File: src/dpf_pkg.sv
// Purpose: shared constants for the downstream port forwarding control
// Assumes: configuration offsets are byte offsets into the port's space
// Notes:   bridge control offset is a placement of this design
package dpf_pkg;

  // ==========================================================
  // configuration space map
  localparam logic [7:0]  CAP_ID_OFFSET     = 8'h50;
  localparam logic [7:0]  BRIDGE_CTL_OFFSET = 8'h3e;
  localparam logic [7:0]  CAP_ID_VALUE      = 8'h01;

  // ==========================================================
  // bridge forwarding control fields
  localparam int          BCTL_POISON_BIT   = 0;
  localparam int          BCTL_SERR_BIT     = 1;
  localparam int          BCTL_LEGACY_BIT   = 2;
  localparam logic [2:0]  BCTL_RESET_VALUE  = 3'h0;
  localparam logic [15:0] BCTL_RW_MASK      = 16'h0007;

  // ==========================================================
  // i/o address decode constants
  localparam logic [15:0] IO_HIGH_ZERO      = 16'h0000;
  localparam int          ALIAS_LO_BIT      = 8;
  localparam int          ALIAS_HI_BIT      = 9;
  localparam logic [9:0]  VGA_R1_LO         = 10'h3b0;
  localparam logic [9:0]  VGA_R1_HI         = 10'h3bb;
  localparam logic [9:0]  VGA_R2_LO         = 10'h3c0;
  localparam logic [9:0]  VGA_R2_HI         = 10'h3df;

  // address in the top 768 bytes of its 1 kb block
  function automatic logic alias_upper(input logic [31:0] addr);
    alias_upper = |addr[ALIAS_HI_BIT:ALIAS_LO_BIT];
  endfunction

  // address within the first 64 kb of i/o space
  function automatic logic low_64k(input logic [31:0] addr);
    low_64k = (addr[31:16] == IO_HIGH_ZERO);
  endfunction

endpackage

File: src/dpf_io_decode.sv
// Purpose: combinational i/o address classification for one direction
// Assumes: base and limit are full 32-bit inclusive window bounds
// Notes:   vga aliases ignore address bits 15:10
`timescale 1ns/1ps
`default_nettype none
module dpf_io_decode (
  // address and window
  input  wire logic [31:0] addr,
  input  wire logic [31:0] io_base,
  input  wire logic [31:0] io_limit,
  // classification
  output logic             in_window,
  output logic             legacy_alias,
  output logic             vga_hit
);

  // ==========================================================
  // window and alias tests
  logic [9:0] low10;
  assign low10        = addr[9:0];
  assign in_window    = (addr >= io_base) && (addr <= io_limit);
  // alias test only meaningful in the low 64 kb
  assign legacy_alias = in_window && dpf_pkg::low_64k(addr)
                        && dpf_pkg::alias_upper(addr);
  assign vga_hit      = dpf_pkg::low_64k(addr) &&
                        (((low10 >= dpf_pkg::VGA_R1_LO) &&
                          (low10 <= dpf_pkg::VGA_R1_HI)) ||
                         ((low10 >= dpf_pkg::VGA_R2_LO) &&
                          (low10 <= dpf_pkg::VGA_R2_HI)));

endmodule // dpf_io_decode
`default_nettype wire

File: src/dpf_forward_ctl.sv
// Purpose: downstream port legacy i/o, system error and poison gating
// Assumes: all inputs are on CORE_CLK; config access is one-cycle strobe
// Notes:   decisions appear one cycle after each request strobe
//
// Behaviour
// - legacy block set: drop downstream i/o in top 768 bytes of 1 kb.
// - blocking applies only inside i/o window and lowest 64 kb.
// - legacy block set: forward upstream i/o in top 768 bytes.
// - legacy block clear: forward all downstream i/o inside the window.
// - system error forwarded only if both enables set and error seen.
// - poisoned tlp responses enabled by bit 0, disabled when clear.
// - capability_identifier at 50h is read-only and always returns 01h.
// - bridge bits: legacy block 2, serr forward 1, poison 0; all rw.
// - vga decode enabled: vga forwarding ignores legacy block enable.
`timescale 1ns/1ps
`default_nettype none
module dpf_forward_ctl (
  // clock and reset
  input  wire logic        CORE_CLK,
  input  wire logic        SRST,
  // configuration access
  input  wire logic [7:0]  CFG_ADDR,
  input  wire logic        CFG_WR,
  input  wire logic [1:0]  CFG_BE,
  input  wire logic [15:0] CFG_WDATA,
  input  wire logic        CFG_RD,
  output logic [15:0]      CFG_RDATA,
  output logic             CFG_RVALID,
  // neighbouring configuration state
  input  wire logic [31:0] IO_BASE,
  input  wire logic [31:0] IO_LIMIT,
  input  wire logic        CMD_SERR_ENABLE,
  input  wire logic        VGA_ENABLE,
  // primary to secondary i/o requests
  input  wire logic        DN_REQ,
  input  wire logic [31:0] DN_ADDR,
  output logic             DN_DONE,
  output logic             DN_FORWARD,
  // secondary to primary i/o requests
  input  wire logic        UP_REQ,
  input  wire logic [31:0] UP_ADDR,
  output logic             UP_DONE,
  output logic             UP_FORWARD,
  // secondary link error events
  input  wire logic        SEC_ERR_FATAL,
  input  wire logic        SEC_ERR_NONFATAL,
  output logic             SYS_ERR_FWD,
  // poisoned tlp events
  input  wire logic        POISON_RX,
  output logic             POISON_RESP,
  // control bit view
  output logic             LEGACY_IO_BLOCK_ENABLE
);

  // ==========================================================
  // bridge forwarding control storage
  logic [2:0] bctl_q;
  logic [2:0] bctl_d;
  logic       bctl_hit;
  logic       legacy_io_block_enable;
  logic       system_error_forward_enable;
  logic       poisoned_tlp_response_enable;

  assign bctl_hit = (CFG_ADDR == dpf_pkg::BRIDGE_CTL_OFFSET);
  assign legacy_io_block_enable       = bctl_q[dpf_pkg::BCTL_LEGACY_BIT];
  assign system_error_forward_enable  = bctl_q[dpf_pkg::BCTL_SERR_BIT];
  assign poisoned_tlp_response_enable = bctl_q[dpf_pkg::BCTL_POISON_BIT];
  assign LEGACY_IO_BLOCK_ENABLE       = legacy_io_block_enable;

  // next value: only the low byte lane carries the three control bits
  always_comb begin
    bctl_d = bctl_q;
    if (CFG_WR && bctl_hit && CFG_BE[0]) begin
      bctl_d = CFG_WDATA[2:0];
    end
  end

  // control register; unused bits are not stored and read zero
  always_ff @(posedge CORE_CLK) begin
    if (SRST) begin
      bctl_q <= dpf_pkg::BCTL_RESET_VALUE;
    end else begin
      bctl_q <= bctl_d;
    end
  end

  // ==========================================================
  // configuration read path
  logic [15:0] rdata_d;
  logic [15:0] rdata_q;
  logic        rvalid_q;

  // capability_identifier is a constant; writes to it are simply ignored
  always_comb begin
    rdata_d = 16'h0000;
    if (CFG_ADDR == dpf_pkg::CAP_ID_OFFSET) begin
      rdata_d = {8'h00, dpf_pkg::CAP_ID_VALUE};
    end else if (bctl_hit) begin
      rdata_d = {13'h0000, bctl_q} & dpf_pkg::BCTL_RW_MASK;
    end
  end

  // read data held until the next read
  always_ff @(posedge CORE_CLK) begin
    if (SRST) begin
      rdata_q <= 16'h0000;
    end else if (CFG_RD) begin
      rdata_q <= rdata_d;
    end
  end

  // read valid is a one-cycle pulse after the strobe
  always_ff @(posedge CORE_CLK) begin
    if (SRST) begin
      rvalid_q <= 1'b0;
    end else begin
      rvalid_q <= CFG_RD;
    end
  end

  assign CFG_RDATA  = rdata_q;
  assign CFG_RVALID = rvalid_q;

  // ==========================================================
  // address classification, one decoder per direction
  logic dn_in_window;
  logic dn_alias;
  logic dn_vga;
  logic up_in_window;
  logic up_alias;
  logic up_vga;

  dpf_io_decode u_dn_decode (
    .addr         (DN_ADDR),
    .io_base      (IO_BASE),
    .io_limit     (IO_LIMIT),
    .in_window    (dn_in_window),
    .legacy_alias (dn_alias),
    .vga_hit      (dn_vga)
  );

  dpf_io_decode u_up_decode (
    .addr         (UP_ADDR),
    .io_base      (IO_BASE),
    .io_limit     (IO_LIMIT),
    .in_window    (up_in_window),
    .legacy_alias (up_alias),
    .vga_hit      (up_vga)
  );

  // ==========================================================
  // forwarding decisions
  logic dn_fwd_d;
  logic up_fwd_d;

  // downstream: vga first, since it must not depend on the block bit
  always_comb begin
    dn_fwd_d = 1'b0;
    if (VGA_ENABLE && dn_vga) begin
      dn_fwd_d = 1'b1;
    end else if (dn_in_window) begin
      if (legacy_io_block_enable && dn_alias) begin
        dn_fwd_d = 1'b0;
      end else begin
        dn_fwd_d = 1'b1;
      end
    end
  end

  // upstream: enabled vga stays down; else outside the window goes up, plus blocked aliases in it
  always_comb begin
    up_fwd_d = 1'b0;
    if (VGA_ENABLE && up_vga) begin
      up_fwd_d = 1'b0;
    end else if (!up_in_window) begin
      up_fwd_d = 1'b1;
    end else if (legacy_io_block_enable && up_alias) begin
      up_fwd_d = 1'b1;
    end
  end

  // downstream verdict registered, paired with a done pulse
  always_ff @(posedge CORE_CLK) begin
    if (SRST) begin
      DN_DONE    <= 1'b0;
      DN_FORWARD <= 1'b0;
    end else begin
      DN_DONE    <= DN_REQ;
      if (DN_REQ) begin
        DN_FORWARD <= dn_fwd_d;
      end
    end
  end

  // upstream verdict registered, paired with a done pulse
  always_ff @(posedge CORE_CLK) begin
    if (SRST) begin
      UP_DONE    <= 1'b0;
      UP_FORWARD <= 1'b0;
    end else begin
      UP_DONE    <= UP_REQ;
      if (UP_REQ) begin
        UP_FORWARD <= up_fwd_d;
      end
    end
  end

  // ==========================================================
  // system error forwarding
  logic sys_err_d;

  // fatal and nonfatal share one upstream event; no counting of either
  assign sys_err_d = system_error_forward_enable && CMD_SERR_ENABLE &&
                     (SEC_ERR_FATAL || SEC_ERR_NONFATAL);

  always_ff @(posedge CORE_CLK) begin
    if (SRST) begin
      SYS_ERR_FWD <= 1'b0;
    end else begin
      SYS_ERR_FWD <= sys_err_d;
    end
  end

  // ==========================================================
  // poisoned tlp response gating
  // an event while disabled is dropped, not held for a later enable
  always_ff @(posedge CORE_CLK) begin
    if (SRST) begin
      POISON_RESP <= 1'b0;
    end else begin
      POISON_RESP <= POISON_RX && poisoned_tlp_response_enable;
    end
  end

endmodule // dpf_forward_ctl
`default_nettype wire

File: config.mk
export PLATFORM = sky130hd
export DESIGN_NAME = dpf_forward_ctl
export DESIGN_NICKNAME = d
export VERILOG_FILES = /design/src/dpf_pkg.sv /design/src/dpf_io_decode.sv /design/src/dpf_forward_ctl.sv
export SDC_FILE = /design/constraint.sdc
export NUM_CORES = 1
export LEC_CHECK = 0
export ABC_AREA = 1
export BUFFER_PORTS_ARGS = -buffer_cell sky130_fd_sc_hd__buf_2
export CORE_ASPECT_RATIO = 1.2
export CORE_MARGIN = 10
export CORE_UTILIZATION = 48
export DETAILED_ROUTE_END_ITERATION = 7
export GPL_TIMING_DRIVEN = 0
export PLACE_DENSITY = 0.8
export SYNTH_ARGS = -nofsm -noshare
export SYNTH_HDL_FRONTEND = slang
export SYNTH_SLANG_ARGS = --single-unit
File: constraint.sdc
create_clock -name CORE_CLK -period 1.5 [get_ports CORE_CLK]
set_input_delay 0.15 -clock CORE_CLK [delete_from_list [all_inputs] [get_ports CORE_CLK]]
set_output_delay 0.15 -clock CORE_CLK [all_outputs]
set_load 0.05 [all_outputs]
# Word level (Yosys, flattened, before mapping)
# Cells that the tools add are included.
op_classes:
  n_addsub: 0
  n_mul: 0
  div: 0
  magnitude_cmp: 12
  eq_ne: 2
  shifts: 0
  mux: 8
  bitwise: 0
  n_reduce_logical: 28
ops:
  columns: ["cell", "n"]
  rows:
  - ["32-bit greater-or-equal comparator", 2]
  - ["32-bit <= comparator", 2]
  - ["10-bit greater-or-equal comparator (second input constant)", 4]
  - ["10-bit <= comparator (second input constant)", 4]
  - ["16-bit zero test", 2]
  - ["1-bit logical AND", 21]
  - ["8-bit by 6-bit == test with 1-bit output (second input constant)", 1]
  - ["8-bit by 7-bit == test with 1-bit output (second input constant)", 1]
  - ["1-bit two-way mux", 6]
  - ["3-bit two-way mux", 2]
  - ["2-bit OR reduction", 2]
  - ["1-bit logical OR", 3]
totals:
  register_bits: 26
  latch_bits: 0
  ramBits: 0
  mem_bits_ro: 0
  inputBits: 165
  output_inout_bits: 24
  memories: 0

# Longest topological paths before layout
logic_depth:
  ltp_word: 8
  mapped_depth: 17

# Hierarchy
# A second synthesis with hierarchy kept.
unflattened:
  cells_unflattened: 692
  hier_area_um2: 4289.1
modules_own_cells:
  columns: ["module", "instances", "cells_each", "area_each_um2", "seq_area_each_um2"]
  rows:
  - ["dpf_io_decode", 2, 293, 1783.0, 0.0]
  - ["dpf_forward_ctl", 1, 106, 723.2, 260.2]

# Worst setup path before layout
# No wires, ideal clock.
synth_path:
  path_kind: "input to register"
  start: "in IO_BASE[15]"
  end: "reg UP_FORWARD"
  setup_ps: 130
  t_arrival_ps: 1252
  required_time_ps: 1370
  setup_slack_ps: 118
  cell_stages: 13
  cell_sequence: "inv_1 > ha_1 > nand2_1 > nor2_1 > nand3_1 > nor2_1 > nor2_1 > nand2_1 > nand2_1 > a21oi_1 > nand2_1 > nand2_1 > a21oi_1"
synth_between:
  elab_chain_cells: 8
synth_lines:
  columns: ["element", "line_no", "rtl"]
  rows:
  - ["from (decl)", "dpf_forward_ctl.sv:30", "input wire logic [31:0] IO_BASE,"]
  - ["32-bit greater-or-equal comparator (*)", "dpf_io_decode.sv:21", "assign in_window = (addr >= io_base) && (addr <= io_limit);"]
  - ["1-bit logical AND (*)", "dpf_io_decode.sv:21", null]
  - ["1-bit logical AND", "dpf_io_decode.sv:23", "assign legacy_alias = in_window && dpf_pkg::low_64k(addr)"]
  - ["1-bit logical AND", "dpf_io_decode.sv:24", "&& dpf_pkg::alias_upper(addr);"]
  - ["1-bit logical AND", "dpf_forward_ctl.sv:177", "end else if (legacy_io_block_enable && up_alias) begin"]
  - ["1-bit two-way mux", "dpf_forward_ctl.sv:177", null]
  - ["1-bit two-way mux (*)", "dpf_forward_ctl.sv:175", "end else if (!up_in_window) begin"]
  - ["1-bit two-way mux (*)", "dpf_forward_ctl.sv:173", "if (VGA_ENABLE && up_vga) begin"]
  - ["to (signal assigned)", "dpf_forward_ctl.sv:203", "UP_FORWARD <= up_fwd_d;"]
  - ["to (decl)", "dpf_forward_ctl.sv:43", "output logic UP_FORWARD,"]
# Every way passes the cells marked *; elsewhere a longest branch is shown, timed or not.
# A chain may end at the register's enable or synchronous reset.

# Worst setup path in the final report
layout_path:
  start: "in UP_ADDR[27]"
  end: "reg UP_FORWARD"
layout_between:
  elab_chain_cells: 8
  elab_cells_between_ends: 12
  classes_between: "order compare (2); mux (3); reduce/logical (7)"
layout_lines:
  columns: ["element", "line_no", "rtl"]
  rows:
  - ["from (decl)", "dpf_forward_ctl.sv:41", "input wire logic [31:0] UP_ADDR,"]
  - ["32-bit greater-or-equal comparator or 32-bit <= comparator (tied branches)", "dpf_io_decode.sv:21", null]
  - ["1-bit logical AND", "dpf_io_decode.sv:21", null]
  - ["1-bit logical AND", "dpf_io_decode.sv:23", null]
  - ["1-bit logical AND", "dpf_io_decode.sv:24", null]
  - ["1-bit logical AND", "dpf_forward_ctl.sv:177", null]
  - ["1-bit two-way mux", "dpf_forward_ctl.sv:177", null]
  - ["1-bit two-way mux", "dpf_forward_ctl.sv:175", null]
  - ["1-bit two-way mux (*)", "dpf_forward_ctl.sv:173", null]
# Marks and branches as above.

==> run_results.csv <==
group,metric,value,unit
floorplan,dieArea,12100,um2
clock_tree,cts.clk_slew.worst_paths,50,ps
timing,period_needed,1440,ps
routing,detail-route-antenna-nets,0,
routing,highest_layer,"met4",
critical_path,crit_type,"in2reg",
cells_and_area,nFillCells,657,
synth,synth_flop_cell,"dfxtp_1",
floorplan,chipWidth,102,um
cells_and_area,nets,1065,
cells_and_area,drive_above_1_share,0.320,
synth,synth_edf_count,0,
cells_and_area,final_util,0.678,
critical_path,critPathLaunchType,"input pin",
clock_tree,holdBufCountCts,0,
clock_tree,cts_tree,"built",
place,place_inst,858,
critical_path,cp_max_fo,3,
grt,overflow,0,
status,outcome,"finished clean",
critical_path,critPathArrivalTime,1620,ps
clock_tree,htree_levels,1,
grt,grt_pass1_wl,19900,um
synth,yosys_warnings,0,
routing,viasPerCell,5.19,
floorplan,start_util,0.500,
timing,setup_viol,0,
critical_path,critPathCaptureType,"register",
run,max-cap-violations,0,
routing,dr.pass1.iters,4,
timing,fin_ws,56.9,ps
routing,first_iter_violations,148,
floorplan,ios,189,
timing,clock-skew-final,1.07,ps
place,routabilityCongestion,0.926,
min_path,holdCritPathClass,"in2reg",
clock_tree,ctsRootBufferMaster,"clkbuf_8",
timing,finalMaxSlewViolations,0,
grt,grt_max_degree,10,
floorplan,die_h,119,um
critical_path,required,1680,ps
synth,syn_inst,594,
synth,netlist_area,3900,um2
timing,hold_slack,136,ps
clock_tree,clk_latency,250,ps
cells_and_area,finalNonFillerCells,863,
synth,async_flop_share,0,
synth,ys_seq_area_frac,0.0668,
power,p_leak,0.00300,uW
synth,synth.distinct_cells,28,
floorplan,core_area,7790,um2
timing,hold_viol_final,0,
clock_tree,numCtsBuffers,3,
routing,wl_met1,4940,um
timing,period_share,0.962,
routing,routedWlPerCell,15.3,um
cells_and_area,syn2layout_area_growth,35.6,%
clock_tree,cts_buffer_depth,2,
place,io_buffers,160,
timing,tns,0,ps
timing,max_clock_freq,693,MHz
routing,met2RoutedLength,7120,um
grt,antenna_found_initial,0,
place,dp_slack,-306,ps
synth,syn_avg_cell_area,6.56,um2
place,dpl.hpwl,11600,um
routing,met3_length,855,um
grt,grtUsageTotal,0.195,
grt,grt_pass1_vias,4613,
synth,ys_ff_latch,13,
clock_tree,cts_sinks,13,
routing,via_count,4475,
power,ir_drop,255,uV
routing,post-route-drc-count,0,
cells_and_area,diodes,0,
routing,wl,13200,um
floorplan,rows,35,
power,powerDensity,399,nW/um2
## state kept, by name, summed over array words and instances, names as in the netlist
register / cells
CFG_RVALID: 1
UP_FORWARD: 1
DN_FORWARD: 1
DN_DONE: 1
bctl_q: 3
UP_DONE: 1
CFG_RDATA: 3
POISON_RESP: 1
SYS_ERR_FWD: 1
## stage by stage
stage	instance area, um2	power, uW
3_5_place_dp	4860	1630
5_1_grt	5280	2320
4_1_cts	4910	1950
3_3_place_gp	4860	1570
6_report	5280	2110
2_1_floorplan	3940	1170
## cells in the final DEF, fill, tap and decap left out, types with 3 or more instances in the layout
master    Yosys  layout
nand4_1      14      14
inv_2         2      16
nand2_1     133     124
nor2_2        1       6
nand2_4       0       3
nor2_4        0       4
clkbuf_8      0       3
o21ai_0       8       8
buf_2         0     156
ha_4          0      18
nand2_2       3       9
nor3_1        8       6
a21oi_1      67      63
nor2_1       62      53
ha_1        128     110
a21oi_2       2       6
o21ai_1      12      12
nor4_1        4       4
conb_1        1      13
dfxtp_1      13      13
a31oi_1       3       3
o21a_1        7       7
nand3_1      11      10
inv_1        92      77
buf_4        13      17
## layer usage
layer | up-vias | GRT usage
met1 | 1981 | 0.196
li1 | 2318 | -
met3 | 29 | 0.0408
met4 | 0 | 0.0512
met2 | 147 | 0.385
met5 | - | 0
## synthesized netlist by cell type (4+ instances only)
library cell | n | area share
nor3_1 | 8 | 0.010
o21a_1 | 7 | 0.013
o21ai_0 | 8 | 0.010
buf_4 | 13 | 0.025
nand3_1 | 11 | 0.014
nor4_1 | 4 | 0.0064
ha_1 | 128 | 0.41
nand4_1 | 14 | 0.022
o21ai_1 | 12 | 0.015
nand2_1 | 133 | 0.13
a21oi_1 | 67 | 0.086
dfxtp_1 | 13 | 0.067
nor2_1 | 62 | 0.060
inv_1 | 92 | 0.089
## final cells by class
| class | count | area, um2 | area share |
|---|---|---|---|
| well taps | 92 | 115 | 0.0218 |
| flip-flops and latches | 13 | 260 | 0.0493 |
| plain buffers | 14 | 101 | 0.0192 |
| inverters | 96 | 363 | 0.0687 |
| repair buffers | 161 | 822 | 0.156 |
| clock buffers | 4 | 45.0 | 0.00853 |
| multi-input cells | 483 | 3580 | 0.677 |
## repair_timing
action                     4_1_cts  5_1_grt
pin swaps                        0       41
setup buffers                    0        1
setup endpoints to repair        1        2
hold endpoints to repair         0        0
resized for setup                2       72
## path summary, 6_finish.rpt
check        cells after the start  slack (ps)    endpoint   startpoint
max                             12          60  UP_FORWARD  UP_ADDR[27]
min                              3         140     DN_DONE       DN_REQ
max reg2reg                      6         510  UP_FORWARD    bctl_q[2]
min reg2reg                      2         460  UP_FORWARD   UP_FORWARD
## report_power, final
group | total (uW) | switching [uW] | internal [uW] | leakage [uW]
Sequential | 360 | 3.82 | 356 | 0.000106
Combinational | 1430 | 833 | 600 | 0.00287
Clock | 316 | 128 | 188 | 0.0000228
Total | 2110 | 965 | 1140 | 0.00300
## cells by family after synthesis
kind of cell	share of synthesized area
and+or+nand+nor	0.264
adders and majority gates	0.411
buffers and inverters	0.118
AOI/OAI and AO/OA	0.138
DFF	0.0668
other	0.000962
## worst max-delay path, cell delays in order
cell and delay (ps):
buf_2 120, ha_1 300, nand2_1 80, nor2_2 140
nand2_4 90, nor4_4 300, nand2_1 80, nand2_1 70
nand2_1 50, nand2_1 50, nand2_1 70, a21oi_2 130
Power figures use the tool's default switching activity.
